==> config.mk <==
export PLATFORM = sky130hd
export DESIGN_NAME = maoi_exec
export DESIGN_NICKNAME = d
export VERILOG_FILES = /design/src/hw/maoi_pkg.sv /design/src/hw/maoi_decode.sv /design/src/hw/maoi_exec.sv
export SDC_FILE = /design/constraint.sdc
export NUM_CORES = 1
export LEC_CHECK = 0
export BUFFER_PORTS_ARGS = -buffer_cell sky130_fd_sc_hd__buf_4
export CAP_MARGIN = 20
export CORE_ASPECT_RATIO = 0.8
export CORE_MARGIN = 4
export CORE_UTILIZATION = 45
export CTS_CLUSTER_SIZE = 40
export DETAILED_ROUTE_END_ITERATION = 8
export PLACE_DENSITY = 0.82
export SETUP_SLACK_MARGIN = 0.02
export SYNTH_ARGS = -nofsm -noshare
export SYNTH_HDL_FRONTEND = slang
export SYNTH_SLANG_ARGS = --single-unit
export TNS_END_PERCENT = 50
==> constraint.sdc <==
create_clock -name mclk_in -period 3.55 [get_ports mclk_in]
set_input_delay 0.355 -clock mclk_in [delete_from_list [all_inputs] [get_ports mclk_in]]
set_output_delay 0.355 -clock mclk_in [all_outputs]
set_load 0.03 [all_outputs]
==> src/hw/maoi_pkg.sv <==
// shared constants and carriers for the accumulator / file-register execute block
package maoi_pkg;

  // instruction word geometry
  localparam int INSN_W   = 14;
  localparam int DATA_W   = 8;
  localparam int ADDR_W   = 7;

  // field positions inside the instruction word
  localparam int DIR_BIT  = 7;
  localparam int LIT_LSB  = 0;
  localparam int ADDR_LSB = 0;

  // literal load: top nibble 11 00, the next two bits are don't care
  localparam int          LIT_OPC_LSB = 10;
  localparam logic [3:0]  LIT_OPC     = 4'hC;
  // or-with-file and move-file: top six bits
  localparam int          REG_OPC_LSB = 8;
  localparam logic [5:0]  OR_OPC      = 6'h04;
  localparam logic [5:0]  MOV_OPC     = 6'h08;
  // store accumulator: top seven bits 00 0000 1
  localparam int          STO_OPC_LSB = 7;
  localparam logic [6:0]  STO_OPC     = 7'h01;

  // reset values
  localparam logic [DATA_W-1:0] ACCUM_RST = 8'h00;
  localparam logic              ZERO_RST  = 1'h0;
  localparam logic [DATA_W-1:0] DATA_ZERO = 8'h00;
  localparam logic [ADDR_W-1:0] ADDR_ZERO = 7'h00;

  // decoded operation, one-hot
  typedef enum logic [4:0] {
    OP_NONE  = 5'h01,
    OP_LIT   = 5'h02,
    OP_OR    = 5'h04,
    OP_MOV   = 5'h08,
    OP_STORE = 5'h10
  } maoi_op_t;

  // decoded instruction
  typedef struct packed {
    maoi_op_t          op;
    logic              to_file;
    logic [ADDR_W-1:0] addr;
    logic [DATA_W-1:0] lit;
  } maoi_dec_t;

  // write request towards the file-register array
  typedef struct packed {
    logic              en;
    logic [ADDR_W-1:0] addr;
    logic [DATA_W-1:0] data;
  } maoi_fwr_t;

endpackage : maoi_pkg

==> src/hw/maoi_decode.sv <==
`timescale 1ns/1ps
`default_nettype none
// pure decoder for the four supported instruction words
module maoi_decode (
  input  wire logic [maoi_pkg::INSN_W-1:0] insn_in,
  output var maoi_pkg::maoi_dec_t          dec_out
);

  // classify one word; anything else becomes OP_NONE
  function automatic maoi_pkg::maoi_op_t classify(input logic [maoi_pkg::INSN_W-1:0] w);
    maoi_pkg::maoi_op_t op;
    op = maoi_pkg::OP_NONE;
    if (w[maoi_pkg::INSN_W-1:maoi_pkg::LIT_OPC_LSB] == maoi_pkg::LIT_OPC)
      op = maoi_pkg::OP_LIT;
    else if (w[maoi_pkg::INSN_W-1:maoi_pkg::REG_OPC_LSB] == maoi_pkg::OR_OPC)
      op = maoi_pkg::OP_OR;
    else if (w[maoi_pkg::INSN_W-1:maoi_pkg::REG_OPC_LSB] == maoi_pkg::MOV_OPC)
      op = maoi_pkg::OP_MOV;
    else if (w[maoi_pkg::INSN_W-1:maoi_pkg::STO_OPC_LSB] == maoi_pkg::STO_OPC)
      op = maoi_pkg::OP_STORE;
    return op;
  endfunction : classify

  // field extraction; fields are meaningful only for ops that use them
  always_comb
  begin
    dec_out.op      = classify(insn_in);
    dec_out.to_file = insn_in[maoi_pkg::DIR_BIT];
    dec_out.addr    = insn_in[maoi_pkg::ADDR_LSB +: maoi_pkg::ADDR_W];
    dec_out.lit     = insn_in[maoi_pkg::LIT_LSB +: maoi_pkg::DATA_W];
  end

endmodule : maoi_decode
`default_nettype wire

==> src/hw/maoi_exec.sv <==
`timescale 1ns/1ps
`default_nettype none
// Summary of operation
// - literal-load opcode copies the 8-bit immediate into accumulator, flags untouched
// - the two don't-care bits of literal load never change decoding
// - or-with-file ORs accumulator with addressed register and updates zero flag
// - or-with-file direction 0 writes accumulator, direction 1 writes the register
// - move-file reads addressed register and passes it unchanged to destination
// - move-file direction 0 targets accumulator, direction 1 rewrites same register
// - move-file updates zero flag from moved value, making self-move a zero test
// - store opcode writes accumulator into addressed register, flags untouched
module maoi_exec #(
  parameter int INSN_W = 14,
  parameter int DATA_W = 8,
  parameter int ADDR_W = 7
) (
  input  wire logic                         mclk_in,
  input  wire logic                         nrst_in,
  // instruction from fetch, same clock
  input  wire logic                         insn_valid_in,
  input  wire logic [INSN_W-1:0]            insn_in,
  // file register array read port (combinational read)
  output logic      [ADDR_W-1:0]            file_raddr_out,
  input  wire logic [DATA_W-1:0]            file_rdata_in,
  // file register array write port (registered)
  output logic                              file_we_out,
  output logic      [ADDR_W-1:0]            file_waddr_out,
  output logic      [DATA_W-1:0]            file_wdata_out,
  // architectural state
  output logic      [DATA_W-1:0]            accum_out,
  output logic                              zero_out,
  // retire and unsupported-word pulses
  output logic                              retire_out,
  output logic                              unknown_out
);

  // the encoding is fixed, so only the documented geometry can be served
  if (INSN_W != maoi_pkg::INSN_W || DATA_W != maoi_pkg::DATA_W || ADDR_W != maoi_pkg::ADDR_W)
  begin : g_bad_geometry
    $error("maoi_exec: only 14-bit words, 8-bit data and 7-bit indices are supported");
  end

  maoi_pkg::maoi_dec_t         dec;
  logic [DATA_W-1:0]           opnd;
  logic [DATA_W-1:0]           result;
  logic                        exec_lit;
  logic                        exec_or;
  logic                        exec_mov;
  logic                        exec_sto;

  logic [DATA_W-1:0]           accum_q;
  logic [DATA_W-1:0]           accum_d;
  logic                        zero_q;
  logic                        zero_d;
  maoi_pkg::maoi_fwr_t         fwr_q;
  maoi_pkg::maoi_fwr_t         fwr_d;
  logic                        retire_q;
  logic                        retire_d;
  logic                        unknown_q;
  logic                        unknown_d;

  maoi_decode maoi_decode_i (
    .insn_in (insn_in),
    .dec_out (dec)
  );

  // qualified operation strobes
  assign exec_lit = insn_valid_in && (dec.op == maoi_pkg::OP_LIT);
  assign exec_or  = insn_valid_in && (dec.op == maoi_pkg::OP_OR);
  assign exec_mov = insn_valid_in && (dec.op == maoi_pkg::OP_MOV);
  assign exec_sto = insn_valid_in && (dec.op == maoi_pkg::OP_STORE);

  // read address straight from the word so the array answers in the same cycle
  assign file_raddr_out = dec.addr;

  // the write of the previous instruction lands at the end of this cycle;
  // forward it so back-to-back use of one register sees the new value
  always_comb
  begin
    if (fwr_q.en && (fwr_q.addr == dec.addr))
      opnd = fwr_q.data;
    else
      opnd = file_rdata_in;
  end

  always_comb
  begin
    if (exec_or)
      result = accum_q | opnd;
    else
      result = opnd;
  end

  // next architectural state
  always_comb
  begin
    accum_d   = accum_q;
    zero_d    = zero_q;
    fwr_d.en   = 1'h0;
    fwr_d.addr = dec.addr;
    fwr_d.data = result;
    retire_d  = insn_valid_in;
    unknown_d = insn_valid_in && (dec.op == maoi_pkg::OP_NONE);
    if (exec_lit)
      accum_d = dec.lit;
    if (exec_or || exec_mov)
    begin
      if (dec.to_file)
        fwr_d.en = 1'h1;
      else
        accum_d = result;
      zero_d = (result == maoi_pkg::DATA_ZERO);
    end
    if (exec_sto)
    begin
      fwr_d.en   = 1'h1;
      fwr_d.data = accum_q;
    end
  end

  // every instruction retires in one edge
  always_ff @(posedge mclk_in or negedge nrst_in)
  begin
    if (!nrst_in)
    begin
      accum_q   <= maoi_pkg::ACCUM_RST;
      zero_q    <= maoi_pkg::ZERO_RST;
      fwr_q     <= '{en: 1'h0, addr: maoi_pkg::ADDR_ZERO, data: maoi_pkg::DATA_ZERO};
      retire_q  <= 1'h0;
      unknown_q <= 1'h0;
    end
    else
    begin
      accum_q   <= accum_d;
      zero_q    <= zero_d;
      fwr_q     <= fwr_d;
      retire_q  <= retire_d;
      unknown_q <= unknown_d;
    end
  end

  // outputs, all from flops
  assign accum_out      = accum_q;
  assign zero_out       = zero_q;
  assign file_we_out    = fwr_q.en;
  assign file_waddr_out = fwr_q.addr;
  assign file_wdata_out = fwr_q.data;
  assign retire_out     = retire_q;
  assign unknown_out    = unknown_q;

  a_lit_loads_accum: assert property (
    @(posedge mclk_in) disable iff (!nrst_in)
    exec_lit |=> (accum_q == $past(insn_in[maoi_pkg::LIT_LSB +: maoi_pkg::DATA_W]))
      && $stable(zero_q) && !fwr_q.en)
    else $error("literal load did not land in accumulator");

  // don't-care bits, judged on the outcome rather than on the decoder
  a_lit_dontcare: assert property (
    @(posedge mclk_in) disable iff (!nrst_in)
    (insn_valid_in
      && (insn_in[maoi_pkg::INSN_W-1:maoi_pkg::LIT_OPC_LSB] == maoi_pkg::LIT_OPC))
    |=> (accum_q == $past(insn_in[maoi_pkg::LIT_LSB +: maoi_pkg::DATA_W])) && !unknown_q)
    else $error("literal load missed for some don't-care bits");

  a_or_to_accum: assert property (
    @(posedge mclk_in) disable iff (!nrst_in)
    (exec_or && !insn_in[maoi_pkg::DIR_BIT])
      |=> (accum_q == ($past(accum_q) | $past(opnd))) && !fwr_q.en)
    else $error("or result wrong in accumulator");

  a_or_to_file: assert property (
    @(posedge mclk_in) disable iff (!nrst_in)
    (exec_or && insn_in[maoi_pkg::DIR_BIT]) |=> fwr_q.en && $stable(accum_q)
      && (fwr_q.data == ($past(accum_q) | $past(opnd)))
      && (fwr_q.addr == $past(insn_in[maoi_pkg::ADDR_LSB +: maoi_pkg::ADDR_W])))
    else $error("or result not written back to register");

  a_mov_to_accum: assert property (
    @(posedge mclk_in) disable iff (!nrst_in)
    (exec_mov && !insn_in[maoi_pkg::DIR_BIT]) |=> (accum_q == $past(opnd)) && !fwr_q.en)
    else $error("move did not copy register to accumulator");

  a_mov_to_file: assert property (
    @(posedge mclk_in) disable iff (!nrst_in)
    (exec_mov && insn_in[maoi_pkg::DIR_BIT]) |=> fwr_q.en && (fwr_q.data == $past(opnd))
      && (fwr_q.addr == $past(insn_in[maoi_pkg::ADDR_LSB +: maoi_pkg::ADDR_W]))
      && $stable(accum_q))
    else $error("move to register did not rewrite it");

  a_zero_from_move: assert property (
    @(posedge mclk_in) disable iff (!nrst_in)
    exec_mov |=> (zero_q == ($past(opnd) == maoi_pkg::DATA_ZERO)))
    else $error("zero flag wrong after move");

  a_store_accum: assert property (
    @(posedge mclk_in) disable iff (!nrst_in)
    exec_sto |=> fwr_q.en && (fwr_q.data == $past(accum_q))
      && (fwr_q.addr == $past(insn_in[maoi_pkg::ADDR_LSB +: maoi_pkg::ADDR_W]))
      && $stable(zero_q) && $stable(accum_q))
    else $error("store did not write accumulator to register");

  // zero flag from or result and single-cycle retire
  a_zero_from_or: assert property (
    @(posedge mclk_in) disable iff (!nrst_in)
    exec_or |=> (zero_q == (($past(accum_q) | $past(opnd)) == maoi_pkg::DATA_ZERO))
      && retire_out)
    else $error("zero flag or retire wrong after or");

  // a cycle without a word must leave every piece of state alone
  a_idle_holds_state: assert property (
    @(posedge mclk_in) disable iff (!nrst_in)
    !insn_valid_in |=> !retire_q && !unknown_q && !fwr_q.en
      && $stable(accum_q) && $stable(zero_q))
    else $error("state moved without an instruction");

  // an unsupported word only raises its pulse and retire, so it cannot corrupt state
  a_unknown_inert: assert property (
    @(posedge mclk_in) disable iff (!nrst_in)
    (insn_valid_in && (dec.op == maoi_pkg::OP_NONE))
      |=> unknown_q && retire_q && !fwr_q.en && $stable(accum_q) && $stable(zero_q))
    else $error("unsupported word changed state");

endmodule : maoi_exec
`default_nettype wire

==> results of run 1 <==
-- sequential cells by signal (all words and copies together) (netlist names) --
register        count
accum_out           8
file_waddr_out      7
file_wdata_out      8
file_we_out         1
retire_out          1
unknown_out         1
zero_out            1
-- area by class of cell --
| cell class | count | share of cell area |
|---|---|---|
| Tap cell | 38 | 0.0256 |
| Timing Repair Buffer | 59 | 0.240 |
| Inverter | 3 | 0.00607 |
| Sequential cell | 27 | 0.364 |
| Multi-Input combinational cell | 88 | 0.340 |
| Clock buffer | 4 | 0.0243 |
-- repair_timing --
item	CTS	global route
gates resized for setup	0	0
endpoints found under the hold margin	16	0
setup buffers	0	0
hold buffers	1	0
-- critical path: cells and delay by family --
| family | cells | cell delay [ns] |
|---|---|---|
| AND/OR/NAND/NOR | 3 | 0.94 |
| AO/OA/AOI/OAI | 2 | 0.48 |
| buffers and inverters | 1 | 0.12 |
-- cells in the mapped netlist, types with 3 or more instances --
library cell,number
nand4_1,3
nand2_1,17
dfrtp_1,27
inv_1,3
buf_4,7
xnor2_1,7
o21a_1,3
o211ai_1,6
nor2_1,4
a21oi_1,5
nand3_1,3
o2bb2ai_1,6
mux2i_1,9
-- layer usage --
layer  GRT usage  wire length, um  vias to the layer above
li1            -                -                      569
met1       0.259             1590                      582
met2       0.314             1760                       71
met3      0.0607              360                        2
met4           0                7                        0
met5           0                0                        -
-- stage by stage --
step,cell area [um2],total power [mW]
finish,1860,0.784
global placement,1800,0.612
global route,1860,0.824
CTS,1860,0.788
detailed placement,1800,0.621
floorplan,1420,0.509
-- power groups by stage --
stage	combinational, mW	clock [mW]	sequential (mW)
floorplan	0.0698	0	0.439
global placement	0.232	0	0.380
detailed placement	0.238	0	0.383
CTS	0.240	0.171	0.377
global route	0.256	0.185	0.383
finish	0.237	0.169	0.378
-- how the worst min path moves through the flow --
stage	to	slack [ns]	depth (start not counted)
2_1_floorplan	accum_out[0]	0.06	0
3_3_place_gp	file_wdata_out[2]	0.28	1
3_5_place_dp	file_wdata_out[2]	0.28	1
4_1_cts	file_waddr_out[2]	0.23	1
5_1_grt	file_waddr_out[2]	0.22	1
6_report	file_waddr_out[2]	0.23	1
-- cells by family (layout without fill, tap and decap cells) --
group,after synthesis,count (layout),synth area share
AO/OA/AOI/OAI,26,26,0.132
multiplexers,11,11,0.0796
flip-flops,27,27,0.477
XOR/XNOR,8,8,0.0495
buffers and inverters,15,66,0.0769
AND/OR/NAND/NOR,43,43,0.185
==> summary.md, run 1 <==
| Metric | Value |
|---|---|
| Seq pwr share | 0.482 |
| Global-route wire length before repair | approximately 6300 um |
| I/O pins | 59 |
| Post-synth EDFFs | 0 |
| Post-Route Utilization | 0.646 |
| Worst Hold Class | primary input to register |
| Share of the synthesized area in the top cell type | 0.477 |
| GPL Wtd Cong | 0.789 |
| Worst skew pair latency | between 0.2 and 0.3 ns |
| Final nets | about 210 |
| CTS tree | done |
| Crit Path Class | primary input to register |
| DRC Markers | 0 |
| Crit path capture | accum_out[4] |
| Max Clock Skew | around 0.0024 ns |
| Final Hold Fails | 0 |
| Mapped Cells | 130 |
| Gate power share | 0.302 |
| Yosys warns | 0 |
| Status | completed |
| Crit start category | primary input |
| Clock power frac | 0.216 |
| RSZ-0062 raised after global routing | no |
| Worst hold slack | between 0.2 and 0.25 ns |
| P_int | ~0.52 mW |
| R2R cell count | 5 |
| Die Y | approximately 58 um |
| Total negative slack | 0 ns |
| DRT Pass-1 Iters | 4 |
| Distinct cell type count of the synthesized netlist | 36 |
| Critical Path AT | 1.90 ns |
| FF+latch area | ~680 um2 |
| Area leader, netlist | dfrtp_1 |
| Post-synth top flop | dfrtp_1 |
| Leak pwr | approximately 0.86 nW |
| Power Density | between 400 and 500 mW/mm2 |
| GRT Overall Usage | 0.189 |
| FF-to-FF End | file_wdata_out[1] |
| Mapped cell area | ~0.0014 mm2 |
| Slowest stage cell, crit path | nand4_1 |
| Synth top area cells | dfrtp_1 (48%), mux2i_1 (6.4%), nand2_1 (4.5%), xnor2_1 (4.3%), buf_4 (3.7%) |
| CP max FO | 12 |
| Commonest non-fill, non-tap cell in the layout | buf_4 |
| Sequential share of the synthesized area | 0.477 |
| Post-Layout Cell Count | between 200 and 250 |
| Slew Limit Fails | 0 |
| Worst vdd ir | 0.356 mV |
| # diodes | 0 |
| Placed cell count | ~210 |
| Largest net degree at the start of global routing | 28 |
| Initial antenna violation count | 0 |
| Slew HR | 0.672 |
| Maximum clock path buffer count | 2 |
| Async S/R FF share, synth | 1.00 |
| Layout cells sized above 1 | 0.370 |
| Endpoints failing setup | 0 |
| Seq cells post-synth | 27 |
| Fillcell total | about 240 |
| Port Buf Inserts | a little under 60 |
| Average size of a mapped cell | about 11 um2 |
| Slowest cell delay on critical path | between 0.4 and 0.5 ns |
| Placeable Area | roughly 0.0029 mm2 |
| Via count | 1,224 |
| Period utilisation layout | 0.497 |
| Routed WL | 3720 um |
| Worst-path cell chain | buf_4 -> nor4_4 -> nand4_1 -> o21a_1 -> nand2_1 -> o211ai_1 |
| HP Start | insn_in[2] |
| Wirelength per Cell | around 17 um |
| Post-DRT Antenna Nets | 0 |
| Mapped Nets | 155 |
| Final setup margin | between 1.5 and 2 ns |
| Commonest cells after routing, fill and taps aside | buf_4 (58), dfrtp_1 (27), nand2_1 (17), mux2i_1 (9), xnor2_1 (7) |
| Die W | around 70 um |
| Dpl ws | around 1.5 ns |
| Post-DP HPWL | roughly 3000 um |
| Period minus WS final | about 1.8 ns |
| Sw Ratio | 0.341 |
| RR Startpoint | file_waddr_out[5] |
| Required @ worst endpoint | 3.68 ns |
| Clock slew at reported path FFs | 0.09 ns |
| Num CTS Buffers | 3 |
| Vias in the first global route | 1,264 |
| Multi-input gate area | ~630 um2 |
| # Max-Cap Violations | 0 |
| Num rows | 17 |
| Initial Util | 0.493 |
| Area growth from synthesis to layout | 31.1% |
| Remaining global-route overflow | 0 |
| H-Tree Depth | 1 |
| Max frequency | about 0.57 GHz |
| R2R setup slack | between 1.5 and 2 ns |
| CTS Sinks | 27 |
| Vias per cell | 5.59 |
| Crit path from | insn_in[8] |
| Worst-margin pin slew | 0.490 ns |
| P_sw | 0.267 mW |
| Root buffer cell | clkbuf_8 |
| DR iter-0 viols | 18 |
| Die area | a little over 0.004 mm2 |
| CP endpoint kind | register |
No activity file was read; power rests on OpenSTA's default activity.
==> run 2: changes to the inputs <==
- clock period: 3.55 -> 1.85 ns (I/O delays scaled with it)
==> run 2 against run 1 <==
Total power up 95%. Critical path depth fell by 1. Die area unchanged. Routed wire length fell by 2.8%. Combinational power rose by 91%. Critical endpoint is now file_wdata_out[1]. Largest cell class unchanged.
==> summary.md, run 2 (synthesis results as in run 1) <==
| Metric | Value |
|---|---|
| Port Buf Inserts | 58 (unchanged) |
| Crit Path Class | register to register (was primary input to register) |
| Area growth from synthesis to layout | 32.2% (was 31.1%) |
| Required @ worst endpoint | 2.02 ns (was 3.68 ns) |
| RSZ-0062 raised after global routing | yes (was no) |
| Commonest cells after routing, fill and taps aside | buf_4 (59), dfrtp_1 (27), nand2_1 (17), mux2i_1 (8), xnor2_1 (7) (was buf_4 (58), dfrtp_1 (27), nand2_1 (17), mux2i_1 (9), xnor2_1 (7)) |
| DR iter-0 viols | 46 (was 18) |
| Worst vdd ir | 0.682 mV (was 0.356 mV) |
| Die area | 0.00411 mm2 (unchanged) |
| Total negative slack | 0 ns (unchanged) |
| Placed cell count | 215 (was 214) |
| Routed WL | 3610 um (was 3720 um) |
| CTS Sinks | 27 (unchanged) |
| Power Density | 816 mW/mm2 (was 422 mW/mm2) |
| Status | completed (unchanged) |
| Largest net degree at the start of global routing | 28 (unchanged) |
| Fillcell total | 231 (was 238) |
| Layout cells sized above 1 | 0.385 (was 0.370) |
| Post-Layout Cell Count | 220 (was 219) |
| Crit start category | register (was primary input) |
| Vias per cell | 5.61 (was 5.59) |
| RR Startpoint | file_waddr_out[5] (unchanged) |
| WP depth | 5 (was 6) |
| Worst hold slack | 0.0417 ns (was 0.226 ns) |
| GPL Wtd Cong | 0.814 (was 0.789) |
| Clock slew at reported path FFs | 0.10 ns (was 0.09 ns) |
| CP max FO | 8 (was 12) |
| Final setup margin | 0.109 ns (was 1.79 ns) |
| Remaining global-route overflow | 0 (unchanged) |
| Post-Route Utilization | 0.651 (was 0.646) |
| Vias in the first global route | 1,257 (was 1,264) |
| Max Clock Skew | 0.00249 ns (was 0.00240 ns) |
| Endpoints failing setup | 0 (unchanged) |
| Die W | 70.7 um (unchanged) |
| Initial antenna violation count | 0 (unchanged) |
| Initial Util | 0.493 (unchanged) |
| Buf/Inv on CP | 0 (was 1) |
| Slowest stage cell, crit path | dfrtp_1 (was nand4_1) |
| Setup Buffers After CTS | 0 (unchanged) |
| Worst skew pair latency | 0.28 ns (was 0.27 ns) |
| Via count | 1,235 (was 1,224) |
| DRT Pass-1 Iters | 4 (unchanged) |
| Critical Path AT | 1.91 ns (was 1.90 ns) |
| Max frequency | about 0.57 GHz |
| # Max-Cap Violations | 0 (unchanged) |
| Post-DP HPWL | 2870 um (was 2980 um) |
| HP Start | insn_in[2] (unchanged) |
| Global-route wire length before repair | 6030 um (was 6270 um) |
| CP top delay family | simple AND/OR/NAND/NOR gates (unchanged) |
| Num rows | 17 (unchanged) |
| Num CTS Buffers | 3 (unchanged) |
| Slew HR | 0.776 (was 0.672) |
| Maximum clock path buffer count | 2 (unchanged) |
| Leak pwr | 0.867 nW (was 0.861 nW) |
| Worst Hold Class | primary input to register (unchanged) |
| I/O pins | 59 (unchanged) |
| Die Y | 58.2 um (unchanged) |
| GRT Overall Usage | 0.183 (was 0.189) |
| H-Tree Depth | 1 (unchanged) |
| CP endpoint kind | register (unchanged) |
| Hold Crit Depth | 1 (unchanged) |
| CTS tree | done (unchanged) |
| Period minus WS final | 1.74 ns |
| Period utilisation layout | 0.941 |
| Slowest cell delay on critical path | 0.40 ns (was 0.47 ns) |
| Slew Limit Fails | 0 (unchanged) |
| Wirelength per Cell | 16.4 um (was 17.0 um) |
| Root buffer cell | clkbuf_8 (unchanged) |
| Post-DRT Antenna Nets | 0 (unchanged) |
| Commonest non-fill, non-tap cell in the layout | buf_4 (unchanged) |
| Crit path from | file_waddr_out[5] (was insn_in[8]) |
| Placeable Area | 0.00287 mm2 (unchanged) |
| R2R cell count | 5 (unchanged) |
| Worst-path cell chain | xnor2_1 -> nand4_1 -> nor2_8 -> mux2i_1 -> mux2_1 (was buf_4 -> nor4_4 -> nand4_1 -> o21a_1 -> nand2_1 -> o211ai_1) |
| R2R setup slack | 0.11 ns (was 1.83 ns) |
| DRC Markers | 0 (unchanged) |
| # diodes | 0 (unchanged) |
| Dpl ws | 0.0887 ns (was 1.51 ns) |
| Worst-margin pin slew | 0.333 ns (was 0.490 ns) |
| Final Hold Fails | 0 (unchanged) |
| Final nets | 208 (was 207) |
run 2: power breakdown:
part | internal [mW] | switching (mW) | total [mW]
Clock | 0.153 | 0.197 | 0.351
Sequential | 0.652 | 0.0701 | 0.722
Combinational | 0.186 | 0.267 | 0.453
Total | 0.991 | 0.535 | 1.53
run 2: layout make-up:
cell class,instances,area [um2],share of cell area
clock inverters,1,7.51,0.00401
flip-flops and latches,27,676,0.361
repair buffers,60,453,0.242
clock buffers,3,41.3,0.0221
inverters,3,11.3,0.00602
multi-input cells,88,634,0.339
well taps,38,47.5,0.0254
run 2: metrics by stage:
step / power (mW) / area (um2)
after global routing: 1.60 / 1870
after detailed placement: 1.19 / 1810
after global placement: 1.17 / 1810
after CTS: 1.53 / 1870
final: 1.53 / 1870
after floorplan: 0.976 / 1420
run 2: path summary, 6_finish.rpt:
path | endpoint
worst max-delay path | file_wdata_out[1]
worst min-delay path | file_waddr_out[2]
worst max register to register | file_wdata_out[1]
worst min register to register | zero_out
max in group asynchronous | accum_out[3]
min in group asynchronous | accum_out[1]
run 2: timing repair:
| item | in CTS | in global routing |
|---|---|---|
| endpoints found under the setup margin | 0 | 4 |
| hold buffers | 1 | 0 |
| hold endpoints to repair | 27 | 0 |
| resized for setup | 0 | 1 |
run 2: per-layer routing:
metal  GRT usage  share of wire  vias to the layer above
met4      0.0295         0.0044                        0
met1       0.239           0.42                      592
met3      0.0589           0.11                        4
met2       0.304           0.46                       73
met5           0              0                        -
li1            -              -                      566
==> run 3: changes to the inputs <==
- clock period: 1.85 -> 2.03 ns (I/O delays scaled with it)
==> run 3 against run 2 <==
Worst hold slack better by 0.022 ns. Flip-flop and latch count unchanged. Register-to-register slack better by 0.17 ns. Non-clock buffer count unchanged. Die area unchanged. Via count up 0.57%.
==> summary.md, run 3 (synthesis results as in run 1) <==
| Metric | Value |
|---|---|
| Die area | 0.00411 mm2 (unchanged) |
| I/O pins | 59 (unchanged) |
| Leak pwr | 0.864 nW (was 0.867 nW) |
| Placeable Area | 0.00287 mm2 (unchanged) |
| Vias in the first global route | 1,257 (unchanged) |
| Post-DP HPWL | 2870 um (unchanged) |
| Clock slew at reported path FFs | 0.09 ns (was 0.10 ns) |
| Remaining global-route overflow | 0 (unchanged) |
| Post-placement cell area | 0.00181 mm2 (unchanged) |
| Post-DRT Antenna Nets | 0 (unchanged) |
| CTS tree | done (unchanged) |
| Largest net degree at the start of global routing | 28 (unchanged) |
| Dpl ws | 0.269 ns (was 0.0887 ns) |
| Max frequency | 0.573 GHz (was 0.575 GHz) |
| Final setup margin | 0.284 ns (was 0.109 ns) |
| Root buffer cell | clkbuf_8 (unchanged) |
| Commonest cells after routing, fill and taps aside | buf_4 (59), dfrtp_1 (27), nand2_1 (17), mux2i_1 (9), xnor2_1 (7) (was buf_4 (59), dfrtp_1 (27), nand2_1 (17), mux2i_1 (8), xnor2_1 (7)) |
| Worst vdd ir | 0.616 mV (was 0.682 mV) |
| Required @ worst endpoint | 2.19 ns (was 2.02 ns) |
| Total negative slack | 0 ns (unchanged) |
| DRC Markers | 0 (unchanged) |
| Commonest non-fill, non-tap cell in the layout | buf_4 (unchanged) |
| Status | completed (unchanged) |
| Num rows | 17 (unchanged) |
| Slew Limit Fails | 0 (unchanged) |
| Initial Util | 0.493 (unchanged) |
| Final nets | 208 (unchanged) |
| # diodes | 0 (unchanged) |
| Initial antenna violation count | 0 (unchanged) |
| R2R setup slack | 0.28 ns (was 0.11 ns) |
| Post-route cell area | 0.00187 mm2 (about the same) |
| Via count | 1,242 (was 1,235) |
| Vias per cell | 5.65 (was 5.61) |
| Worst skew pair latency | 0.28 ns (about the same) |
| Num CTS Buffers | 3 (unchanged) |
| Layout cells sized above 1 | 0.379 (was 0.385) |
| Worst-margin pin slew | 0.330 ns (was 0.333 ns) |
| Slew HR | 0.778 (was 0.776) |
| Crit Path Class | register to register (unchanged) |
| Power Density | 741 mW/mm2 (was 816 mW/mm2) |
| Period utilisation layout | 0.860 (was 0.941) |
| Max Clock Skew | 0.00301 ns (was 0.00249 ns) |
| Wirelength per Cell | 16.4 um (about the same) |
| DRT Pass-1 Iters | 4 (unchanged) |
| Critical Path AT | 1.90 ns (was 1.91 ns) |
| Die W | 70.7 um (unchanged) |
| H-Tree Depth | 1 (unchanged) |
| Endpoints failing setup | 0 (unchanged) |
| Period minus WS final | 1.75 ns (was 1.74 ns) |
| GRT Overall Usage | 0.183 (unchanged) |
| Crit start category | register (unchanged) |
| Routed WL | 3610 um (about the same) |
| Worst Hold Class | primary input to register (unchanged) |
| CP endpoint kind | register (unchanged) |
| Maximum clock path buffer count | 2 (unchanged) |
| DR iter-0 viols | 52 (was 46) |
| Die Y | 58.2 um (unchanged) |
| Setup Buffers After CTS | 0 (unchanged) |
| # Max-Cap Violations | 0 (unchanged) |
| RSZ-0062 raised after global routing | no (was yes) |
| GPL Wtd Cong | 0.814 (unchanged) |
| CTS Sinks | 27 (unchanged) |
| Final Hold Fails | 0 (unchanged) |
| Port Buf Inserts | 58 (unchanged) |
| Area growth from synthesis to layout | 31.9% (was 32.2%) |
| CP max FO | 8 (unchanged) |
| Global-route wire length before repair | 6030 um (unchanged) |
## run 3: worst paths after layout
check,start,to,depth (start not counted)
min in group asynchronous,nrst_in,file_wdata_out[2],2
worst max-delay path,file_waddr_out[5],zero_out,5
worst min-delay path,insn_in[2],file_waddr_out[2],1
max in group asynchronous,nrst_in,file_waddr_out[5],2
worst min register to register,zero_out,zero_out,2
worst max register to register,file_waddr_out[5],zero_out,5
## run 3: routing by layer
layer | wire length [um] | global-route usage | vias to the layer above | part of all wire
met5 | 0 | 0 | - | 0
met4 | 16 | 0.0295 | 0 | 0.0044
met3 | 436 | 0.0589 | 4 | 0.12
met2 | 1670 | 0.304 | 79 | 0.46
met1 | 1490 | 0.239 | 593 | 0.41
li1 | - | - | 566 | -
## run 3: critical path, cell delays in order (launching register included)
cell	delay [ns]
dfrtp_1	0.40
xnor2_1	0.17
nand4_1	0.30
nor2_8	0.30
mux2i_1	0.34
o31ai_1	0.13
## run 3: metrics by stage
stage	hold slack [ns]	utilization	power, mW	cells
floorplan	-0.0926	-	0.890	130
global placement	0.132	0.630	1.07	215
detailed placement	0.133	0.630	1.08	215
CTS	0.0599	0.650	1.40	220
global route	0.0485	0.650	1.46	220
finish	0.0639	0.650	1.38	220
## run 3: cell type report
| cell class | count | area, um2 |
|---|---|---|
| fillers | 231 | 1000 |
| flip-flops and latches | 27 | 676 |
| multi-input cells | 88 | 631 |
| repair buffers | 60 | 453 |
| well taps | 38 | 47.5 |
| clock buffers | 3 | 41.3 |
| inverters | 3 | 11.3 |
| clock inverters | 1 | 7.51 |
## run 3: power by group
| part | internal [mW] | switching (mW) | total (mW) |
|---|---|---|---|
| registers | 0.594 | 0.0634 | 0.658 |
| clock network | 0.140 | 0.175 | 0.314 |
| logic | 0.169 | 0.243 | 0.412 |
## run 3: repair_timing
action                    4_1_cts  5_1_grt
hold endpoints to repair       27        0
gates resized for setup         0        0
hold buffers                    1        0
